`config.mk`:
```
export PLATFORM = sky130hd
export DESIGN_NAME = edd_delay
export DESIGN_NICKNAME = d
export VERILOG_FILES = /design/src/edd_pkg.sv /design/src/edd_step_tick.sv /design/src/edd_delay.sv
export SDC_FILE = /design/constraint.sdc
export NUM_CORES = 1
export LEC_CHECK = 0
export BUFFER_PORTS_ARGS = -buffer_cell sky130_fd_sc_hd__buf_2
export CAP_MARGIN = 10
export CORE_ASPECT_RATIO = 1.2
export CORE_MARGIN = 2
export CORE_UTILIZATION = 55
export CTS_BUF_LIST = sky130_fd_sc_hd__clkbuf_16
export CTS_CLUSTER_SIZE = 24
export DETAILED_ROUTE_END_ITERATION = 10
export HOLD_SLACK_MARGIN = 0.08
export PLACE_DENSITY = 0.75
export SLEW_MARGIN = 15
export SYNTH_ARGS = -nofsm -noshare
export SYNTH_HDL_FRONTEND = slang
export SYNTH_SLANG_ARGS = --single-unit
```
`constraint.sdc`:
```
create_clock -name i_clock -period 4.9 [get_ports i_clock]
set_input_delay 0 -clock i_clock [delete_from_list [all_inputs] [get_ports i_clock]]
set_output_delay 0 -clock i_clock [all_outputs]
set_load 0.02 [all_outputs]
```
`src/edd_pkg.sv`:
```
// Notes on behaviour
// RULE_01 - Fine steps span about 2 to 193 us
// RULE_02 - Separate rise/fall enables and counts, default 0x01
// RULE_03 - Each count adds one 750 ns step
// RULE_04 - Count of zero still gives about 2 us
// RULE_05 - Step select switches unit to 1 ms
// RULE_06 - Debounce: 100 ms falling, rising delay off
// RULE_07 - Rising-only: rise delayed, fall passes immediately
// RULE_08 - Falling-only: rise immediate, fall held off
// RULE_09 - Undelayed edges take the combinational path
// RULE_10 - Output-enable mux picks pass path or delay logic
// RULE_11 - Pass path is AND with inverted unused terms
// RULE_12 - Input returning early abandons the countdown
package edd_pkg;

    // Clock and delay timing
    localparam int CLOCK_NS = 20;
    localparam int OVERHEAD_NS = 2000;
    localparam int OVERHEAD_CYCLES = (OVERHEAD_NS + CLOCK_NS - 1) / CLOCK_NS;
    localparam int FINE_STEP_NS = 750;
    localparam int FINE_STEP_CYCLES = (FINE_STEP_NS + CLOCK_NS - 1) / CLOCK_NS;
    localparam int MS_STEP_NS = 1000000;
    localparam int MS_STEP_CYCLES = MS_STEP_NS / CLOCK_NS;

    // Configuration after reset
    localparam int COUNT_WIDTH = 8;
    localparam logic [7:0] COUNT_RESET = 8'h01;
    localparam logic RISE_ENABLE_RESET = 1'b1;
    localparam logic FALL_ENABLE_RESET = 1'b1;
    localparam logic MS_SELECT_RESET = 1'b0;

    // Widths of the internal counters
    localparam int OVERHEAD_WIDTH = 7;
    localparam int STEP_WIDTH = 16;

    typedef enum logic [1:0] {
        ST_IDLE,
        ST_OVERHEAD,
        ST_STEPS
    } edd_state_t;

endpackage

```
`src/edd_step_tick.sv`:
```
`timescale 1ns/1ns
`default_nettype none
module edd_step_tick #(
    parameter int STEP_WIDTH = edd_pkg::STEP_WIDTH,
    parameter int FINE_CYCLES = edd_pkg::FINE_STEP_CYCLES,
    parameter int MS_CYCLES = edd_pkg::MS_STEP_CYCLES
) (
    // Clock and reset
    input wire logic i_clock,
    input wire logic i_rst,
    // Control
    input wire logic i_restart,
    input wire logic i_millisecond_step_select,
    // Step pulse
    output logic o_tick
);

    generate
        if (FINE_CYCLES < 1 || MS_CYCLES < 1 || MS_CYCLES > (1 << STEP_WIDTH)
                || FINE_CYCLES > (1 << STEP_WIDTH)) begin : g_bad
            $error("edd_step_tick: step cycle count out of range");
        end
    endgenerate

    logic [STEP_WIDTH-1:0] count;
    logic [STEP_WIDTH-1:0] next_count;
    logic [STEP_WIDTH-1:0] last;

    // Period of one count step, fine or millisecond
    always_comb begin
        if (i_millisecond_step_select) begin // RULE_05
            last = STEP_WIDTH'(MS_CYCLES - 1);
        end else begin
            last = STEP_WIDTH'(FINE_CYCLES - 1); // RULE_03
        end
        if (i_restart || count == last) begin
            next_count = '0;
        end else begin
            next_count = count + 1'b1;
        end
    end

    always_ff @(posedge i_clock) begin
        if (i_rst) begin
            count <= '0;
        end else begin
            count <= next_count;
        end
    end

    assign o_tick = !i_restart && (count == last);

endmodule // edd_step_tick
`default_nettype wire

```
`src/edd_delay.sv`:
```
`timescale 1ns/1ns
`default_nettype none
module edd_delay #(
    parameter int COUNT_WIDTH = edd_pkg::COUNT_WIDTH,
    parameter int MS_STEP_CYCLES = edd_pkg::MS_STEP_CYCLES
) (
    // Clock and reset
    input wire logic i_clock,
    input wire logic i_rst,
    // Signal path
    input wire logic i_signal,
    output logic o_signal,
    // Configuration, taken on i_config_write
    input wire logic i_config_write,
    input wire logic i_rise_enable,
    input wire logic i_fall_enable,
    input wire logic i_millisecond_step_select,
    input wire logic [COUNT_WIDTH-1:0] i_rise_count,
    input wire logic [COUNT_WIDTH-1:0] i_fall_count,
    // Status
    output logic o_logic_cell_output_enable,
    output logic o_busy,
    output logic o_level,
    output logic [COUNT_WIDTH-1:0] o_remaining
);

    generate
        if (COUNT_WIDTH < 1 || COUNT_WIDTH > 16 || MS_STEP_CYCLES < 1) begin : g_bad
            $error("edd_delay: parameter out of range");
        end
    endgenerate

    // Configuration registers
    logic rise_en;
    logic fall_en;
    logic ms_select;
    logic [COUNT_WIDTH-1:0] rise_count;
    logic [COUNT_WIDTH-1:0] fall_count;
    logic next_rise_en;
    logic next_fall_en;
    logic next_ms_select;
    logic [COUNT_WIDTH-1:0] next_rise_count;
    logic [COUNT_WIDTH-1:0] next_fall_count;

    always_comb begin
        next_rise_en = rise_en;
        next_fall_en = fall_en;
        next_ms_select = ms_select;
        next_rise_count = rise_count;
        next_fall_count = fall_count;
        if (i_config_write) begin // RULE_02
            next_rise_en = i_rise_enable;
            next_fall_en = i_fall_enable;
            next_ms_select = i_millisecond_step_select;
            next_rise_count = i_rise_count;
            next_fall_count = i_fall_count;
        end
    end

    always_ff @(posedge i_clock) begin
        if (i_rst) begin
            rise_en <= edd_pkg::RISE_ENABLE_RESET;
            fall_en <= edd_pkg::FALL_ENABLE_RESET;
            ms_select <= edd_pkg::MS_SELECT_RESET;
            rise_count <= COUNT_WIDTH'(edd_pkg::COUNT_RESET);
            fall_count <= COUNT_WIDTH'(edd_pkg::COUNT_RESET);
        end else begin
            rise_en <= next_rise_en;
            fall_en <= next_fall_en;
            ms_select <= next_ms_select;
            rise_count <= next_rise_count;
            fall_count <= next_fall_count;
        end
    end

    // Delay sequencer state
    edd_pkg::edd_state_t state;
    edd_pkg::edd_state_t next_state;
    logic held;
    logic next_held;
    logic [edd_pkg::OVERHEAD_WIDTH-1:0] overhead;
    logic [edd_pkg::OVERHEAD_WIDTH-1:0] next_overhead;
    logic [COUNT_WIDTH-1:0] remaining;
    logic [COUNT_WIDTH-1:0] next_remaining;
    logic tick;
    logic edge_delayed;
    logic pass_path;
    logic sel_pass;

    // Pass-through cell: input ANDed with inverted, unused terms
    assign pass_path = i_signal & ~1'b0 & ~1'b0 & ~1'b0; // RULE_11

    // Edge leaving the held level is delayed if its enable is set
    assign edge_delayed = held ? fall_en : rise_en; // RULE_07 RULE_08

    // Mux: pass path when idle and the next edge is not delayed
    assign sel_pass = (state == edd_pkg::ST_IDLE) && !edge_delayed; // RULE_09 RULE_10

    edd_step_tick #(
        .STEP_WIDTH(edd_pkg::STEP_WIDTH),
        .FINE_CYCLES(edd_pkg::FINE_STEP_CYCLES),
        .MS_CYCLES(MS_STEP_CYCLES)
    ) u_step_tick (
        .i_clock(i_clock),
        .i_rst(i_rst),
        .i_restart(state != edd_pkg::ST_STEPS),
        .i_millisecond_step_select(ms_select),
        .o_tick(tick)
    );

    always_comb begin
        next_state = state;
        next_held = held;
        next_overhead = overhead;
        next_remaining = remaining;
        case (state)
            edd_pkg::ST_IDLE: begin
                if (i_signal != held) begin
                    if (edge_delayed) begin
                        next_state = edd_pkg::ST_OVERHEAD;
                        next_overhead = edd_pkg::OVERHEAD_WIDTH'(edd_pkg::OVERHEAD_CYCLES - 1);
                    end else begin
                        next_held = i_signal; // RULE_09
                    end
                end
            end
            edd_pkg::ST_OVERHEAD: begin
                if (i_signal == held) begin
                    next_state = edd_pkg::ST_IDLE; // RULE_12
                end else if (overhead == '0) begin
                    next_state = edd_pkg::ST_STEPS; // RULE_04
                    next_remaining = held ? fall_count : rise_count;
                end else begin
                    next_overhead = overhead - 1'b1;
                end
            end
            edd_pkg::ST_STEPS: begin
                if (i_signal == held) begin
                    next_state = edd_pkg::ST_IDLE; // RULE_12
                end else if (remaining == '0) begin
                    next_state = edd_pkg::ST_IDLE;
                    next_held = ~held; // RULE_01
                end else if (tick) begin
                    next_remaining = remaining - 1'b1; // RULE_03
                end
            end
            default: begin
                next_state = edd_pkg::ST_IDLE;
            end
        endcase
    end

    always_ff @(posedge i_clock) begin
        if (i_rst) begin
            state <= edd_pkg::ST_IDLE;
            held <= 1'b0;
            overhead <= '0;
            remaining <= '0;
        end else begin
            state <= next_state;
            held <= next_held;
            overhead <= next_overhead;
            remaining <= next_remaining;
        end
    end

    assign o_signal = sel_pass ? pass_path : held; // RULE_10
    assign o_logic_cell_output_enable = sel_pass;
    assign o_busy = (state != edd_pkg::ST_IDLE);
    assign o_level = held;
    assign o_remaining = remaining;

    // Helper counters for the checks below
    logic [7:0] ovh_seen;
    logic [7:0] next_ovh_seen;
    logic [edd_pkg::STEP_WIDTH:0] gap;
    logic [edd_pkg::STEP_WIDTH:0] next_gap;

    always_comb begin
        next_ovh_seen = ovh_seen + 1'b1;
        next_gap = gap + 1'b1;
        if (state != edd_pkg::ST_OVERHEAD) begin
            next_ovh_seen = '0;
        end
        if (state != edd_pkg::ST_STEPS || tick) begin
            next_gap = '0;
        end
    end

    always_ff @(posedge i_clock) begin
        if (i_rst) begin
            ovh_seen <= '0;
            gap <= '0;
        end else begin
            ovh_seen <= next_ovh_seen;
            gap <= next_gap;
        end
    end
endmodule // edd_delay
`default_nettype wire

```
After elaboration in Yosys (flattened, before gate mapping)
Cells that the tools add are included.
W data, S select, Z words.

word-level totals
  output and inout port bits = 12
  logic and storage cells = 76
  bits of input ports = 23
  register bits after elaboration = 53

operators by class
  reduce and logical (&&, ||, !) cells = 17
  equality and inequality tests = 18
  bitwise gates (word level) = 1
  add/subtract/negate cells = 3
  mux-type cells = 27

operators by type and width
  kind                     number
  $mux W8                  6
  $mux W7                  4
  $ne A2 B2 Y1 const B     10
  $add A16 B1 Y16 const B  1
  $eq A16 B16 Y1           1
  $mux W16                 1
  $pmux W8 S2              1
  $pmux W7 S2              1
  $mux W2                  6
  $reduce_and A5 Y1        2
  $logic_not A8 Y1         1
  $reduce_bool A2 Y1       4
  $sub A8 B1 Y8 const B    1
  $logic_not A7 Y1         1
  $sub A7 B1 Y7 const B    1
  $mux W1                  6
  $ne A3 B3 Y1 const B     2
  $pmux W2 S3              1
  $reduce_and A6 Y1        1
  $reduce_and A4 Y1        1
  $eq A2 B1 Y1 const B     1
  $eq A2 B2 Y1 const B     1
  $logic_and A1 B1 Y1      2
  $logic_not A1 Y1         2
  other kinds (8)          8

Logic depth before layout (Yosys ltp)
Gate-level depths: netlist (run 1).

  depth in word-level cells = 7
  gate-level depth with buffers = 8
  mapped depth without buffers = 7

Hierarchy
From an unflattened synthesis (run 1), not the netlist that was laid out.

unflattened totals
  cell total of the unflattened synthesis = 303
  area, all modules = 2691.3 sq um

by module, submodules not included
  module         cells each  area each (sq um)  instances  seq. area each (sq um)
  edd_delay      212         1891.8             1          740.7
  edd_step_tick  91          799.5              1          320.3

Worst setup path before layout (run 1)
No wires, ideal clock.

  kind = register to register
  start point = reg held, in the netlist o_level
  end point = reg overhead[5] in the netlist's numbering
  period minus slack after synthesis = 1.759 ns
  arrival = 1.628 ns
  required time = 4.769 ns
  stages on the path, launching flop included = 8
  setup slack = 3.141 ns
  cell sequence = dfxtp_1 buf_4 mux2i_1 a21boi_4 and2_1 buf_4 a221oi_1 nor3_1

on the way
  longest elaborated chain between the ends = 3
  elaborated cells between the ends (all ways) = 7

RTL lines
  element                                                        line              text
  start, declared                                                edd_delay.sv:79   logic held;
  start signal, assigned                                         edd_delay.sv:161  held <= next_held;
  $eq A1 B1 Y1 (tied with other cells)                           edd_delay.sv:128  if (i_signal == held) begin
  $ne A2 B2 Y1 (no line) / $ne A2 B1 Y1 (equally long branches)  -
  $reduce_and A5 Y1 (no line) *                                  -
  end signal, assigned                                           edd_delay.sv:162  overhead <= next_overhead;
  end, declared                                                  edd_delay.sv:81   logic [edd_pkg::OVERHEAD_WIDTH-1:0] overhead;

Every way passes the cells marked *; elsewhere a longest branch is shown, timed or not.
A chain may end at the register's enable or synchronous reset.

Final worst setup path (run 1)
  start point = reg held, in the netlist o_level
  end point = out o_signal

on the way
  longest elaborated chain between the ends = 4

RTL lines
  element              line              text
  $mux W1              edd_delay.sv:94   assign edge_delayed = held ? fall_en : rise_en;
  $logic_not A1 Y1     edd_delay.sv:97   assign sel_pass = (state == edd_pkg::ST_IDLE) && !edge_delayed;
  $logic_and A1 B1 Y1  edd_delay.sv:97
  $mux W1 *            edd_delay.sv:167  assign o_signal = sel_pass ? pass_path : held;
  end, declared        edd_delay.sv:12   output logic o_signal,

Marks and branches as above.

==> results of run 1 <==
[final cells by class]
| cell class | instances | area (µm²) |
|---|---|---|
| Sequential cell | 53 | 1060 |
| Fill cell | 396 | 1440 |
| Timing Repair Buffer | 53 | 360 |
| Inverter | 10 | 37.5 |
| Clock buffer | 5 | 125 |
| Multi-Input combinational cell | 218 | 1460 |
| Clock inverter | 3 | 37.5 |
| Tap cell | 58 | 72.6 |
[sequential cells by signal (all words and copies together) (netlist names)]
name,cells
o_remaining,8
rise_count,8
o_level,1
state,2
fall_en,1
ms_select,1
rise_en,1
fall_count,8
overhead,7
u_step_tick.count,16
[worst min-delay path by stage]
stage | start | to | slack [ps] | cells past startpoint
2_1_floorplan | i_rise_count[0] | rise_count[0] | 130 | 2
5_1_grt | i_signal | o_level | 170 | 4
3_3_place_gp | i_fall_enable | fall_en | 210 | 3
4_1_cts | i_signal | o_level | 150 | 4
3_5_place_dp | i_fall_enable | fall_en | 230 | 3
6_report | i_signal | o_level | 150 | 4
[tightest hold or removal path, stage by stage]
cell	delay, ps
buf_2	130
nor2_1	90
or4_1	100
a21oi_1	60
[kinds of logic after synthesis]
| family | Yosys count | share of synthesized area (%) |
|---|---|---|
| fa+ha+maj | 5 | 2.37 |
| flops | 53 | 40.2 |
| simple gates | 120 | 22.5 |
| xor+xnor | 16 | 5.59 |
| mux | 28 | 10.7 |
| compound gates | 49 | 14.3 |
| buf+inv | 24 | 4.45 |
[per-layer routing]
layer / vias to the layer above / GRT usage [%] / wire (µm)
met1: 1032 / 27.5 / 2370
met5: - / 0 / 0
met4: 0 / 8.78 / 72
met3: 8 / 3.24 / 223
li1: 1151 / - / -
met2: 57 / 41.4 / 2940
[per-stage QoR]
| stage | worst slack, ps | util [%] | hold WS, ps | instances |
|---|---|---|---|---|
| floorplan | 3140 | - | 128 | 295 |
| global placement | 2790 | 61.0 | 215 | 373 |
| detailed placement | 2730 | 61.0 | 226 | 373 |
| CTS | 2680 | 68.7 | 146 | 400 |
| global route | 2510 | 68.7 | 171 | 400 |
| finish | 2680 | 68.7 | 145 | 400 |
[layout by cell type, fill, tap and decap left out, types with 7 or more instances in the layout]
cell type / instances
xor2_1: 8
nor3_1: 9
xnor2_1: 7
dlygate4sd3_1: 19
a21oi_1: 9
inv_1: 10
dfxtp_1: 53
buf_2: 34
nand3_1: 8
nand2_1: 16
nor2_1: 52
mux2i_1: 27
[power by group through the flow]
stage,combinational [mW],clock (mW),sequential [mW]
after detailed placement,0.109,0,0.473
after floorplan,0.0841,0,0.470
after global routing,0.135,0.405,0.466
final,0.121,0.382,0.464
after global placement,0.106,0,0.473
after CTS,0.120,0.390,0.464
==> parameters.txt, run 1 <==
Parameter                              Value

Route
  Overall routed net length    5.61 mm
  Final routed wire length divided by cell count    14.0 µm
  Antenna-violating nets left    0
  Number of iterations in the first detailed-routing pass    4
  Via Count    2248
  DR vias/cell    5.62
  Detailed router's first-iteration violation count    110
  Remaining routing DRC violations    0

STA
  Final critical delay including setup and external delays    2220 ps
  Endpoints failing setup    0
  Fin. Hold Viols    0
  Fin. max-slew vios    0
  Setup TNS    0 ps
  Setup repair after global routing missed its margin    no
  Post-route clock period utilization    45.3%
  Worst slew pin tran    867 ps
  Relative max-transition margin    41.6%
  Post-Route Skew    6.08 ps
  Highest attainable clock frequency    451 MHz

Worst setup path
  Slowest cell delay on critical path    830 ps
  Endpoint class of the critical path    output port
  Number of cells traversed by the worst register-to-register path    5
  R2R Path Start    o_level
  FF-to-FF setup slack    2720 ps
  Number of cells on the critical path    4
  Arrival time at the worst endpoint    2220 ps
  CP endpoint    o_signal
  CP Max Fanout    17
  Slowest stage cell, crit path    dfxtp_1
  Required time of the critical path    4900 ps
  Crit Path Category    register to output port
  CP cell instances    mux2i_1, nand2_1, mux2_1, buf_2
  Terminus of the critical flop-to-flop path    overhead[2]
  Crit path launch type    register
  Buffers & Inverters on Critical Path    1
  Top cell family by delay on the critical path    flip-flops
  Startpoint of the worst setup timing path    o_level

Synthesis
  Most repeated cell in the gate-level netlist after synthesis    dfxtp_1
  Leading cell types by count after synthesis    dfxtp_1, nor2_1, mux2i_1, nand2_1
  Count of mapped cells out of synthesis    295
  Main synth FF type    dfxtp_1
  Leading post-synthesis cells by cell area    dfxtp_1, mux2i_1, nor2_1
  Share of the yosys chip area belonging to registers    40.2%
  Synth unique cells    54
  Fraction of registers with async set or reset after synthesis    0%
  Yosys warns    0
  Post-synth top area share    40.2%
  Per-instance average area after synthesis    8.95 µm²
  Synthesized Nets    323
  Number of synthesized flops with an enable pin    0
  Library cell occupying the most area in the post-synthesis netlist    dfxtp_1
  Flip-flop and latch count after synthesis    53
  Total standard cell area after synthesis    2640 µm²

Floorplanning
  Height of the die    79.9 µm
  Total number of placement rows    27
  Die X    67.3 µm
  IO Pins    35
  Die Area    5370 µm²
  Core Area    4590 µm²
  Initial Util    57.5%

Global routing
  Via count of the first global-routing pass    2187
  Antenna violations before repair    0
  Wire length of the first global-routing pass    9.63 mm
  Pin count of the biggest net entering global routing    33
  Leftover overflow at the end of global routing    0
  GRT Total Usage    23.2%

Clocking
  Number of buffers inserted by post-CTS setup repair    0
  Number of resized instances in the post-cts repair step    0
  Number of H-tree levels    2
  Clock insertion delay at the later pin of the skew report    280 ps
  Buffers from clock root to sink, at most    2
  Clock tree root buffer cell    clkbuf_16
  Clock transition at path regs    60 ps
  Clk sinks    53
  Hold buffer count at cts    19
  TritonCTS clock tree    yes
  TritonCTS buffer count    5

Power
  Switching power as a share of total power    23.2%
  Leak Pwr    1.28 nW
  Cell-internal power    743 µW
  Largest voltage drop on the vdd net    0.261 mV
  Cell area power density    306 nW/µm²
  Clock network fraction of design power    39.5%
  PnR Total Power    967 µW
  Combinational share of power    12.5%
  Sequential fraction of design power    48.0%
  Total net switching power    224 µW

Layout
  Final Cell Area    3160 µm²
  Number of diodes added for antenna fixing    0
  Net count reported at finish    369
  Fraction of final layout cells sized beyond drive strength 1    14.9%
  Synthesis-to-finish area growth    19.5%

Place
  Total of buffers placed on input and output ports    34
  Routability congestion estimate from global placement    0.834
  Post-DP HPWL    3.86 mm
  Area after detailed placement    2800 µm²

Hold path
  Class of the tightest hold or removal check    input pin to register

Flow run
  # Max-Cap Violations    0

Outcome
  Outcome    finished clean
(Power assumes the default switching activity.)
==> run 2, diff against run 1 <==
Clock period 4.9 ns to 2.1 ns, I/O delays scaled along.
==> run 2 against run 1 <==
Non-clock buffer count grew 11. Combinational power grew to 2.5 times the previous value. Count of clock-buffer cells in the layout stayed put. Sequential cell count did not move. Die area unchanged. Sequential share of layout area is 0.72 points lower. Clock skew fell by 2.2 ps. Register-to-register slack worse by 2400 ps.
==> parameters.txt, run 2 (synthesized netlist as in run 1, its figures left out) <==
Parameter                              Value

Power
  Total net switching power    534 µW (+140%)
  Leak Pwr    1.31 nW (+2.6%)
  Cell area power density    670 nW/µm² (+120%)
  Largest voltage drop on the vdd net    0.482 mV (+85%)
  Cell-internal power    1.63 mW (+120%)
  Combinational share of power    14.0% (+1.5 points)
  Switching power as a share of total power    24.7% (+1.5 points)
  Clock network fraction of design power    36.0% (-3.5 points)
  PnR Total Power    2.16 mW (+120%)
  Sequential fraction of design power    50.0% (+2.0 points)

Place
  Inst Count DP    380 (+1.9%)
  Total of buffers placed on input and output ports    34 (unchanged)
  Routability congestion estimate from global placement    0.804 (-3.6%)
  Post-DP HPWL    3.82 mm (-0.85%)

Worst setup path
  Crit Path Category    register to register
  Endpoint class of the critical path    register
  Required time of the critical path    2260 ps (-2640 ps)
  Crit path launch type    register
  CP Max Fanout    10 (-7)
  Arrival time at the worst endpoint    1970 ps (-250 ps)

STA
  Highest attainable clock frequency    552 MHz
  Endpoints failing setup    0 (unchanged)
  Setup repair after global routing missed its margin    no
  Relative max-transition margin    62.9% (+21 points)
  Fin. max-slew vios    0 (unchanged)
  Hold Worst Slack    131 ps (-14.3 ps)
  Worst slew pin tran    557 ps (-310 ps)
  Fin. Hold Viols    0 (unchanged)
  Post-Route Skew    3.88 ps (-2.20 ps)
  Final critical delay including setup and external delays    1810 ps
  Setup TNS    0 ps (unchanged)
  Post-route clock period utilization    86.2%

Layout
  Net count reported at finish    380 (+3.0%)
  Fraction of final layout cells sized beyond drive strength 1    16.7% (+1.8 points)
  Synthesis-to-finish area growth    22.1%
  Number of diodes added for antenna fixing    0 (unchanged)
  Number of standard cells in the layout, taps in and fillers out    411 (+2.8%)
  Flip-flop count of the largest register, all copies and words added    16 (unchanged)
  Most flop-heavy register    u_step_tick.count
  Most common cell after layout, fill and taps aside    dfxtp_1
  Leading cell types in the layout, fill and taps excluded    dfxtp_1, nor2_1, buf_2

Clocking
  Clock transition at path regs    70 ps (about the same)
  Clock insertion delay at the later pin of the skew report    280 ps (about the same)
  Number of H-tree levels    2 (unchanged)
  Buffers from clock root to sink, at most    2 (unchanged)
  TritonCTS buffer count    5 (unchanged)
  Clk sinks    53 (unchanged)
  Number of buffers inserted by post-CTS setup repair    0 (unchanged)
  TritonCTS clock tree    yes
  Clock tree root buffer cell    clkbuf_16

Floorplanning
  Height of the die    79.9 µm (unchanged)
  Initial Util    57.5% (unchanged)
  Die Area    5370 µm² (unchanged)
  Core Area    4590 µm² (unchanged)
  IO Pins    35 (unchanged)
  Die X    67.3 µm (unchanged)
  Total number of placement rows    27 (unchanged)

Global routing
  Wire length of the first global-routing pass    9.92 mm (+3.1%)
  Leftover overflow at the end of global routing    0 (unchanged)
  GRT Total Usage    23.7% (+0.49 points)
  Pin count of the biggest net entering global routing    32 (-3.0%)
  Via count of the first global-routing pass    2262 (+3.4%)
  Antenna violations before repair    0 (unchanged)

Route
  DR vias/cell    5.71 (+1.7%)
  Detailed router's first-iteration violation count    182 (+65%)
  Via Count    2348 (+4.4%)
  DR top layer    met4
  Met2 wire length    2.93 mm (-0.54%)
  DR WL met3    219 µm (-1.8%)
  Overall routed net length    5.77 mm (+2.9%)
  Number of iterations in the first detailed-routing pass    4 (unchanged)
  Final routed wire length divided by cell count    14.0 µm (about the same)
  Antenna-violating nets left    0 (unchanged)
  Remaining routing DRC violations    0 (unchanged)
  Wire length on met1    2.55 mm (+7.4%)

Flow run
  # Max-Cap Violations    0 (unchanged)

Hold path
  Class of the tightest hold or removal check    input pin to register

Outcome
  Outcome    finished clean
[run 2: changes by cell type in the layout (fill, tap and decap cells not counted)]
cell           change
buf_4              +7
bufinv_16          -1
clkinv_1           -1
clkinv_2           +2
dlygate4sd3_1      +4
[run 2: power by group through the flow]
| stage | Clock (mW) | Sequential (mW) | Combinational, mW |
|---|---|---|---|
| final | 0.778 | 1.08 | 0.303 |
| after global routing | 0.827 | 1.09 | 0.336 |
| after CTS | 0.791 | 1.08 | 0.299 |
| after detailed placement | 0 | 1.10 | 0.264 |
| after global placement | 0 | 1.10 | 0.260 |
| after floorplan | 0 | 1.10 | 0.196 |
[run 2: final cells by class]
class                      instances  area [µm²]
timing repair buffer              64         453
tap                               58        72.6
clock buffer                       5         125
inverter                          10        37.5
clock inverter                     3        13.8
sequential                        53        1060
fill                             374        1370
multi-input combinational        218        1460
[run 2: critical path: stages, from the launching register on]
cell,delay [ps]
dfxtp_1,460
nand4_1,120
o211a_1,250
a211o_1,410
o311ai_1,330
o31ai_1,110
[run 2: stage by stage]
step                setup WS [ps]  util [%]  area (µm²)
detailed placement            309      62.2        2860
global placement              332      62.2        2860
CTS                           297      70.2        3230
global route                  159      70.2        3230
finish                        290      70.2        3230
floorplan                     341         -        2640
[run 2: per-layer routing]
metal	track usage, %	up-vias
met1	29.9	1117
met4	8.16	0
met5	0	-
met2	40.0	54
li1	-	1169
met3	4.09	8
[run 2: worst paths after layout]
kind                         end  cells past startpoint  slack, ps                 start
setup / recovery  o_remaining[5]                      5        290  u_step_tick.count[9]
hold / removal          state[1]                      3        130                 i_rst
setup reg to reg  o_remaining[5]                      5        290  u_step_tick.count[9]
hold reg to reg      overhead[0]                      1        480           overhead[0]
[run 2: what timing repair did]
item                                   in CTS  in global routing
endpoints found under the hold margin      19                  0
hold buffers                               23                  0
resized for setup                           0                  0
